### src/fp_error_defines.svh
// Constants for the floating-point error signalling unit.
// Assumes inclusion by bare name from design files under src/.
`ifndef FP_ERROR_DEFINES_SVH
`define FP_ERROR_DEFINES_SVH
`define TS_BIT              3
`define CTRL_RESET          32'h0000_0000
`define VEC_DEV_UNAVAIL     8'h07
`define VEC_NUMERIC         8'h10
`define VEC_ALIGN           8'h11
`define LEGACY_IMG_16       10'h05e
`define LEGACY_IMG_32       10'h06c
`define EXT_IMG_BYTES       10'h200
`define EXT_ALIGN_MASK      32'h0000_000f
`define EXC_BITS            6
`endif

### src/fp_error_pkg.sv
// Types for the floating-point error signalling unit.
// Assumes fp_error_defines.svh is on the include path.
package fp_error_pkg;
    typedef enum logic [3:0] {
        OP_NONE, OP_WAIT, OP_FP_WAITING, OP_FP_NOWAIT,
        OP_NOWAIT_SAVE, OP_WAIT_SAVE, OP_LEGACY_RESTORE,
        OP_EXT_SAVE, OP_EXT_RESTORE
    } fp_op_t;
    typedef enum logic [1:0] {
        FMT_NONE, FMT_LEGACY, FMT_EXTENDED
    } img_fmt_t;
endpackage

### src/fp_error_signalling_unit.sv
// Floating-point error and context-switch exception logic of the processor.
// Assumes one instruction is offered per op_valid pulse and held in the issuing stage until done.
// Assumes ce is held high in every cycle in which state should advance.
//
// Function
// - Fault any floating-point instruction with device-unavailable while task-switched flag set.
// - Device-unavailable takes precedence over a pending numeric exception.
// - Nowait save with the external error line low asserts the error output.
// - Restore reloads pending flags; next waiting floating-point instruction raises numeric trap.
// - Legacy save and restore image is 94 bytes in 16-bit, 108 in 32-bit.
// - Extended save and restore image is 512 bytes.
// - Extended image address must be 16-byte aligned; misaligned is rejected.
// - Extended image uses a layout distinct from the legacy image.
// - Legacy saves reinitialise the unit; extended save leaves state unchanged.
// - Active error line is sampled before waiting instructions and vectors to 16.
// - Nowait instructions run without the error trap; the error stays pending except that a nowait save clears the flags.
// - Task-switched flag is control bit 3, set by task switches or software.
// - Nowait legacy save clears recorded errors and deasserts the error output unless the external error line is low or an unmasked raise arrives with it.
`timescale 1ns/1ps
`include "fp_error_defines.svh"
module fp_error_signalling_unit (
    input  wire logic                       clk,
    input  wire logic                       nrst,
    input  wire logic                       ce,
    input  wire logic                       op_valid,
    input  wire fp_error_pkg::fp_op_t       op_kind,
    input  wire logic                       mode32,
    input  wire logic [31:0]                op_addr,
    input  wire logic [`EXC_BITS-1:0]       exc_raise,
    input  wire logic [`EXC_BITS-1:0]       exc_mask,
    input  wire logic [`EXC_BITS-1:0]       restore_flags,
    input  wire logic                       copro_error_n,
    input  wire logic                       hw_task_switch,
    input  wire logic                       ctrl_write,
    input  wire logic [31:0]                ctrl_wdata,
    input  wire logic                       clear_ts,
    output logic [31:0]                     main_control_register,
    output logic [`EXC_BITS-1:0]            status_flags_r,
    output logic                            fp_error_out_n,
    output logic                            trap_r,
    output logic [7:0]                      trap_vector_r,
    output logic                            op_done_r,
    output logic                            fp_reinit_r,
    output logic [9:0]                      image_bytes_r,
    output fp_error_pkg::img_fmt_t          image_fmt_r
);
    import fp_error_pkg::*;

    ////////////////////////////////////////////////////////////////////////
    // Instruction classification.
    logic is_fp;
    logic waits;
    logic is_restore;
    logic is_ext;
    logic misaligned;
    logic task_switched_flag;
    logic numeric_pending;
    logic device_unavailable_fault;
    logic numeric_trap;
    logic align_fault;
    logic executes;
    logic clear_all;
    logic load_all;
    logic [`EXC_BITS-1:0] flags;
    logic [`EXC_BITS-1:0] unmasked;
    logic raise_unmasked;
    logic nowait_save_run;
    logic legacy_img;
    logic restore_unmasked;

    assign task_switched_flag = main_control_register[`TS_BIT];
    assign is_fp      = op_valid && (op_kind != OP_NONE) && (op_kind != OP_WAIT);
    assign waits      = op_valid && (op_kind inside {OP_WAIT, OP_FP_WAITING, OP_WAIT_SAVE,
                                                     OP_LEGACY_RESTORE, OP_EXT_SAVE, OP_EXT_RESTORE});
    assign is_restore = (op_kind == OP_LEGACY_RESTORE) || (op_kind == OP_EXT_RESTORE);
    assign is_ext     = (op_kind == OP_EXT_SAVE) || (op_kind == OP_EXT_RESTORE);
    // Misalignment matters only for extended ops; is_ext gates it below.
    assign misaligned = |(op_addr & `EXT_ALIGN_MASK);

    // Internal unmasked flags or the external coprocessor line make a numeric error pending.
    assign numeric_pending = (|unmasked) || !copro_error_n;

    // Device-unavailable is checked first so the numeric error is handled in its owner's context.
    // OP_WAIT is not a floating-point op, so it never takes device-unavailable.
    assign device_unavailable_fault = is_fp && task_switched_flag;
    assign numeric_trap = waits && !device_unavailable_fault && numeric_pending;
    assign align_fault  = op_valid && is_ext && misaligned &&
                          !device_unavailable_fault && !numeric_trap;
    assign executes     = op_valid && !device_unavailable_fault && !numeric_trap && !align_fault;

    assign clear_all = ce && executes &&
                       ((op_kind == OP_NOWAIT_SAVE) || (op_kind == OP_WAIT_SAVE));
    assign load_all  = ce && executes && is_restore;

    // A raise counts towards the error output only when its own mask bit is clear.
    // A masked raise beside an unmasked mask bit must not leak through.
    assign raise_unmasked   = |(exc_raise & ~exc_mask);
    assign restore_unmasked = |(restore_flags & ~exc_mask);
    // Besides a raise in the same cycle, only the external line can still be pending once a nowait save wipes the flags.
    assign nowait_save_run  = executes && (op_kind == OP_NOWAIT_SAVE) && !copro_error_n;
    assign legacy_img       = op_kind inside {OP_NOWAIT_SAVE, OP_WAIT_SAVE, OP_LEGACY_RESTORE};

    ////////////////////////////////////////////////////////////////////////
    // Exception flags.
    // Each flag sits in its own cell: a raise beats a restore load, which beats a clear.
    // The status copy trails the flags by one cycle.
    genvar i;
    generate
        for (i = 0; i < `EXC_BITS; i++) begin : g_flag
            exc_flag_reg u_flag (
                .clk      (clk),
                .nrst     (nrst),
                .en       (ce),
                .raise    (exc_raise[i]),
                .clear    (clear_all),
                .load     (load_all),
                .load_val (restore_flags[i]),
                .mask     (exc_mask[i]),
                .flag_r   (flags[i]),
                .unmasked (unmasked[i])
            );
        end
    endgenerate

    always_ff @(posedge clk or negedge nrst) begin
        if (!nrst) begin
            status_flags_r <= '0;
        end else if (ce) begin
            status_flags_r <= flags;
        end
    end

    ////////////////////////////////////////////////////////////////////////
    // Control register with the task-switched flag.
    // A hardware task switch is applied last so it wins over a write or clear of the flag.
    always_ff @(posedge clk or negedge nrst) begin
        if (!nrst) begin
            main_control_register <= `CTRL_RESET;
        end else if (ce) begin
            if (ctrl_write) begin
                main_control_register <= ctrl_wdata;
            end else if (clear_ts) begin
                main_control_register[`TS_BIT] <= 1'b0;
            end
            if (hw_task_switch) begin
                main_control_register[`TS_BIT] <= 1'b1;
            end
        end
    end

    ////////////////////////////////////////////////////////////////////////
    // Error output.
    // A fresh unmasked raise wins over everything so no event is hidden by a save.
    // A nowait save with the external line low pulls the output low for one cycle,
    // so that an interrupt is requested even though the save clears the flags.
    always_ff @(posedge clk or negedge nrst) begin
        if (!nrst) begin
            fp_error_out_n <= 1'b1;
        end else if (ce) begin
            if (raise_unmasked) begin
                fp_error_out_n <= 1'b0;
            end else if (nowait_save_run) begin
                fp_error_out_n <= 1'b0;
            end else if (clear_all) begin
                fp_error_out_n <= 1'b1;
            end else if (load_all) begin
                fp_error_out_n <= ~restore_unmasked;
            end else begin
                fp_error_out_n <= ~(|unmasked);
            end
        end
    end

    ////////////////////////////////////////////////////////////////////////
    // Trap and completion outputs.
    // Vector priority follows the fault priority above; a refused op leaves
    // the flags untouched because executes gates both clear and load.
    always_ff @(posedge clk or negedge nrst) begin
        if (!nrst) begin
            trap_r        <= 1'b0;
            trap_vector_r <= 8'h00;
            op_done_r     <= 1'b0;
        end else if (ce) begin
            trap_r    <= device_unavailable_fault || numeric_trap || align_fault;
            op_done_r <= executes;
            if (device_unavailable_fault) begin
                trap_vector_r <= `VEC_DEV_UNAVAIL;
            end else if (numeric_trap) begin
                trap_vector_r <= `VEC_NUMERIC;
            end else if (align_fault) begin
                trap_vector_r <= `VEC_ALIGN;
            end else begin
                trap_vector_r <= 8'h00;
            end
        end
    end

    ////////////////////////////////////////////////////////////////////////
    // Save image size, format and reinitialisation.
    // Size and format stand for one cycle beside op_done_r and read zero otherwise.
    always_ff @(posedge clk or negedge nrst) begin
        if (!nrst) begin
            image_bytes_r <= 10'h000;
            image_fmt_r   <= FMT_NONE;
            fp_reinit_r   <= 1'b0;
        end else if (ce) begin
            fp_reinit_r <= clear_all;
            if (executes && is_ext) begin
                image_bytes_r <= `EXT_IMG_BYTES;
                image_fmt_r   <= FMT_EXTENDED;
            end else if (executes && legacy_img) begin
                image_bytes_r <= mode32 ? `LEGACY_IMG_32 : `LEGACY_IMG_16;
                image_fmt_r   <= FMT_LEGACY;
            end else begin
                image_bytes_r <= 10'h000;
                image_fmt_r   <= FMT_NONE;
            end
        end
    end
endmodule // fp_error_signalling_unit

### src/exc_flag_reg.sv
// One sticky floating-point exception flag with mask gating.
// Assumes a single clock with active-low asynchronous reset.
`timescale 1ns/1ps
module exc_flag_reg (
    input  wire logic clk,
    input  wire logic nrst,
    input  wire logic en,
    input  wire logic raise,
    input  wire logic clear,
    input  wire logic load,
    input  wire logic load_val,
    input  wire logic mask,
    output logic      flag_r,
    output logic      unmasked
);
    // A raise in the clearing cycle wins so no event is lost.
    always_ff @(posedge clk or negedge nrst) begin
        if (!nrst) begin
            flag_r <= 1'b0;
        end else if (en) begin
            if (raise) begin
                flag_r <= 1'b1;
            end else if (load) begin
                flag_r <= load_val;
            end else if (clear) begin
                flag_r <= 1'b0;
            end
        end
    end

    assign unmasked = flag_r & ~mask;
endmodule // exc_flag_reg

### config.mk
export PLATFORM = sky130hd
export DESIGN_NAME = fp_error_signalling_unit
export DESIGN_NICKNAME = d
export VERILOG_FILES = /design/src/fp_error_pkg.sv /design/src/fp_error_signalling_unit.sv /design/src/exc_flag_reg.sv
export VERILOG_INCLUDE_DIRS = /design/src /design/src/src
export SDC_FILE = /design/constraint.sdc
export NUM_CORES = 1
export LEC_CHECK = 0
export BUFFER_PORTS_ARGS = -buffer_cell sky130_fd_sc_hd__clkbuf_2
export CAP_MARGIN = 10
export CORE_MARGIN = 3
export CORE_UTILIZATION = 39
export DETAILED_ROUTE_END_ITERATION = 12
export PLACE_DENSITY_LB_ADDON = 0.1
export SLEW_MARGIN = 20
export SYNTH_ARGS = -nofsm -noshare
export SYNTH_HDL_FRONTEND = slang
export SYNTH_SLANG_ARGS = --single-unit
### constraint.sdc
create_clock -name clk -period 1.8 [get_ports clk]
set_input_delay 0.18 -clock clk [delete_from_list [all_inputs] [get_ports clk]]
set_output_delay 0.18 -clock clk [all_outputs]
set_load 0.02 [all_outputs]
# After elaboration in Yosys (flattened, before gate mapping)
# Index checks and enable logic that the tools add are counted.
# word_totals
ff_bits	68
latch_bits	0
ram_bits	0
mem_bits_ro	0
inputBits	95
output_inout_bits	62
elab_cells	121
memories	0
# op_classes
n_addsub	0
n_mul	0
div_mod_pow	0
order_cmp	0
n_eq_ne	8
shifts	0
n_mux	28
n_bitwise	17
reduce_logical	52
# op_table
operator	count
3-bit nonzero test	8
1-bit two-way mux	21
1-bit logical AND	20
6-bit OR reduction	3
4-bit by 3-bit equality test with 1-bit output (second input constant)	4
2-bit AND reduction	8
5-bit two-way mux	3
6-bit bitwise AND	2
10-bit two-way mux	1
1-bit inverter	8
7-bit two-way mux	1
1-bit bitwise AND	6
1-bit logical OR	6
6-bit two-way mux	1
6-bit inverter	1
6-bit nonzero test	1
4-bit by 1-bit equality test with 1-bit output (second input constant)	1
4-bit by 2-bit equality test with 1-bit output (second input constant)	1
4-bit equality test (second input constant)	1
1-bit zero test	4
4-bit by 1-bit != test with 1-bit output (second input constant)	1
4-bit nonzero test	1
4-bit OR reduction	1
2-bit two-way mux	1

# Depth between registers and ports, before layout
# logic_depth
depth_word	17
ltp_mapped	7
mapped_depth_nobuf	5

# By module
# From an unflattened synthesis, not the netlist that was laid out.
# unflattened
cells_unflattened	206
area_unflattened_um2	2509.9
# by_module_without_submodules
module	instances	cells_each	area_per_inst_um2
fp_error_signalling_unit	1	176	2194.6
exc_flag_reg	6	5	52.6

# Worst setup path before layout
# Ideal clock, no wire load.
# synth_path
path_kind	input to register
startpoint	input port op_kind[0]
endpoint	register g_flag[1].u_flag.flag_r
arrival_time_ps	1801
slack_ps	-127
stages	7
n_path_buf	2
cell_sequence	buf_6 > or4b_4 > o21a_1 > or3_4 > and4_4 > buf_6 > a221o_1
# synth_between
elab_chain_cells	15
elab_cells_between_ends	36
classes_between	8 x eq/ne; 2 x mux; 26 x reduce/logical
# synth_lines
element	line_no	text
start, declared	fp_error_signalling_unit.sv:26	input wire fp_error_pkg::fp_op_t op_kind,
branches (longest 15 deep; another with 6-bit nonzero test)	-	
end signal, assigned	exc_flag_reg.sv:24	flag_r <= load_val;
end, declared	exc_flag_reg.sv:13	output logic flag_r,
# Several ways; the timed one is not identified.
# A chain may end at the register's enable or synchronous reset.

# Worst setup path after layout
# layout_path
startpoint	register g_flag[2].u_flag.flag_r
endpoint	register g_flag[0].u_flag.flag_r
# layout_between
elab_chain_cells	12
elab_cells_between_ends	16
classes_between	2 x mux; 1 x bitwise; 13 x reduce/logical
# layout_lines
element	line_no	text
start, declared	exc_flag_reg.sv:13	
start signal, assigned	exc_flag_reg.sv:24	
1-bit bitwise AND (*)	exc_flag_reg.sv:31	assign unmasked = flag_r & ~mask;
6-bit OR reduction (*)	fp_error_signalling_unit.sv:81	assign numeric_pending = (|unmasked) || !copro_error_n;
1-bit logical OR (*)	fp_error_signalling_unit.sv:81	
1-bit logical AND (*)	fp_error_signalling_unit.sv:86	assign numeric_trap = waits && !device_unavailable_fault && numeric_pending;
1-bit zero test (*)	fp_error_signalling_unit.sv:88, fp_error_signalling_unit.sv:89	
1-bit logical AND	fp_error_signalling_unit.sv:88	!device_unavailable_fault && !numeric_trap;
1-bit zero test	fp_error_signalling_unit.sv:89	assign executes = op_valid && !device_unavailable_fault && !numeric_trap && !align_fault;
1-bit logical AND (*)	fp_error_signalling_unit.sv:89	
1-bit logical AND (*)	fp_error_signalling_unit.sv:91, fp_error_signalling_unit.sv:93	
1-bit logical AND, on equally long branches	fp_error_signalling_unit.sv:91, fp_error_signalling_unit.sv:93	
3-bit nonzero test (no source line) / 1-bit two-way mux (equally long branches)	-	
2-bit AND reduction (no source line) / 1-bit two-way mux (equally long branches)	-	
end signal, assigned	exc_flag_reg.sv:24	
end, declared	exc_flag_reg.sv:13	
# Mark *: on every way between the ends. The rest lies on a longest branch, timed or not.

==> metrics.yaml <==
status: "finished with violations"
violations: "negative setup slack"
p_total_mw: 3.04
worst_ep_required_time_ps: 1980
async_flop_share: 1.00
synthCells: 205
clock-sinks: 55
p_per_area_nw_per_um2: 841
regToRegStartpoint: "g_flag[2].u_flag.flag_r"
ys_seq_area_frac: 0.542
drc: 0
grt_pass1_wl_um: 10100
critPathMaxFanout: 6
synth_edf_count: 0
gp_congestion: 0.784
die_w_um: 86.7
initial_core_util: 0.415
core-area_um2: 6130
chipHeight_um: 86.7
hpwl_um: 4810
placed_cell_area_um2: 3390
whs_path_depth: 2
clock_skew_ps: 2.50
drv_slew: 0
min_to: "image_bytes_r[4]"
max_freq_ghz: 0.527
ant_nets: 0
h-tree-depth: 2
cap_violations: 0
fin_setup_tns_ps: -676
grt_max_degree: 56
p_leak_nw: 1.81
diodes: 0
grt-ovfl-total: 0
relSlewSlack: 0.549
hold_viol: 0
syn2layout_area_growth_pct: 41.9
yosysTopAreaCell: "dfrtp_1"
via_per_inst: 5.04
grt_pass1_vias: 2175
yosys-top-cells-area: "dfrtp_1, mux2_2, buf_4"
drtIter0Drc: 66
die_area_um2: 7520
synth_area_per_cell_um2: 12.4
grtUsageTotal: 0.168
first_pass_iters: 4
clock_path_buffers: 2
final_cell_mix: "clkbuf_2, dfrtp_1, mux2_2"
rsz0062_at_grt: "yes"
syn-cell-area_um2: 2540
antenna_found_initial: 0
critPathArrivalTime_ps: 2080
ios: 157
reg2reg_slack_ps: -100
path_class: "flip-flop to flip-flop"
max_slew.worst_pin.slew_ps: 670
cts_root_buf: "clkbuf_8"
clkTransAtPathRegs_ps: 90
hold_start: "mode32"
fp-row-count: 28
cts_tree: "built"
vdd_drop_max_uv: 456
routedWlPerCell_um: 14.6
wirelength_um: 6280
nets: 451
final_common_cell: "clkbuf_2"
cts_buffers: 5
ys_seq_elements: 55
worstHoldPathType: "primary input to flip-flop"
yosysTopAreaCellShare: 0.531
min_period_ps: 1900
setup_slack_ps: -96.8
crit_path_start_kind: "flip-flop"
synth_cell_types: 48
setup_violations: 10
min_period_over_period: 1.05
regArea_um2: 1380
design_area_um2: 3610
rr_worst_depth: 6
vias: 2174
port_buffers: 121
clk_latency_ps: 300
endpoint_kind: "flip-flop"
ys.warnings.count: 0
ys_dominant_reg_cell: "dfrtp_1"
layout-drive-gt1-share: 0.607
nFillCells: 548
r2r-end: "g_flag[0].u_flag.flag_r"
multi_input_area_um2: 1060
[metal layers]
| layer | track usage | routed length, µm | up-vias | part of all wire |
|---|---|---|---|---|
| met2 | 0.279 | 3090 | 90 | 0.49 |
| met5 | 0 | 0 | - | 0 |
| met3 | 0.0428 | 460 | 10 | 0.073 |
| met4 | 0.0524 | 120 | 0 | 0.019 |
| li1 | - | - | 1023 | - |
| met1 | 0.214 | 2620 | 1051 | 0.42 |
[worst max-delay path by stage]
stage                                 start  depth (start not counted)                 endpoint  slack, ps
floorplan                        op_kind[0]                          7  g_flag[1].u_flag.flag_r       -130
global placement                 op_kind[2]                          6  g_flag[4].u_flag.flag_r       -100
detailed placement  g_flag[0].u_flag.flag_r                          6  g_flag[0].u_flag.flag_r       -120
CTS                 g_flag[2].u_flag.flag_r                          6  g_flag[1].u_flag.flag_r        -60
global route        g_flag[2].u_flag.flag_r                          6  g_flag[0].u_flag.flag_r       -160
finish              g_flag[2].u_flag.flag_r                          6  g_flag[0].u_flag.flag_r       -100
[power breakdown]
part,internal [mW],switching (mW)
Combinational,0.360,0.439
Sequential,1.38,0.0773
Clock,0.408,0.373
[Yosys cell counts (2+ instances only)]
cell      instances
a22oi_1           2
a22o_1            2
mux2_2           37
nand2_1           8
o21a_1            3
and2_1            4
nand2b_1          3
clkbuf_1          4
a21o_1            2
dfrtp_1          54
inv_1            11
nor2_1            7
a221o_1           7
nor3_1            4
a21oi_1           5
nor2b_1           3
buf_6             2
buf_1             2
o41ai_1           2
buf_4            13
o21ai_0           3
[cell families (layout without fill, tap and decap cells)]
kind of cell / Yosys count / after routing / synth area share
AOI/OAI and AO/OA: 38 / 38 / 0.121
buffers and inverters: 32 / 177 / 0.0723
DFF: 55 / 55 / 0.542
muxes: 38 / 38 / 0.168
other: 1 / 7 / 0.00147
and+or+nand+nor: 41 / 41 / 0.0960
[cell type report]
type,instances,area share
clock buffers,6,0.0201
well taps,75,0.0260
repair buffers,159,0.258
multi-input cells,124,0.295
clock inverters,1,0.00832
inverters,11,0.0114
flip-flops and latches,55,0.382
[worst max-delay path, stage by stage (launching register included)]
cell and delay, ps:
dfrtp_1 400, nor2b_4 130, a2111o_1 430, o221ai_2 200, nand4_1 160, buf_6 160
a221o_1 310
[state kept, by name (all words and copies together), names as in the netlist, 2 cells and up]
name,flops
trap_vector_r,3
g_flag.u_flag.flag_r,6
image_fmt_r,2
main_control_register,32
image_bytes_r,2
status_flags_r,6
[metrics by stage]
step | instances | setup slack, ps | util | hold WS, ps
floorplan | 211 | -127 | - | -116
global placement | 418 | -104 | 0.552 | 209
detailed placement | 418 | -117 | 0.552 | 209
CTS | 428 | -64.6 | 0.580 | 76.9
global route | 431 | -163 | 0.589 | 70.9
finish | 431 | -96.8 | 0.589 | 84.4
[repair_timing]
| item | CTS | global route |
|---|---|---|
| setup buffers | 3 | 3 |
| endpoints found under the setup margin | 10 | 12 |
| gates resized for setup | 7 | 7 |
| hold endpoints to repair | 54 | 0 |
| pin swaps | 11 | 3 |
| hold buffers | 1 | 0 |
(Power assumes the default switching activity.)
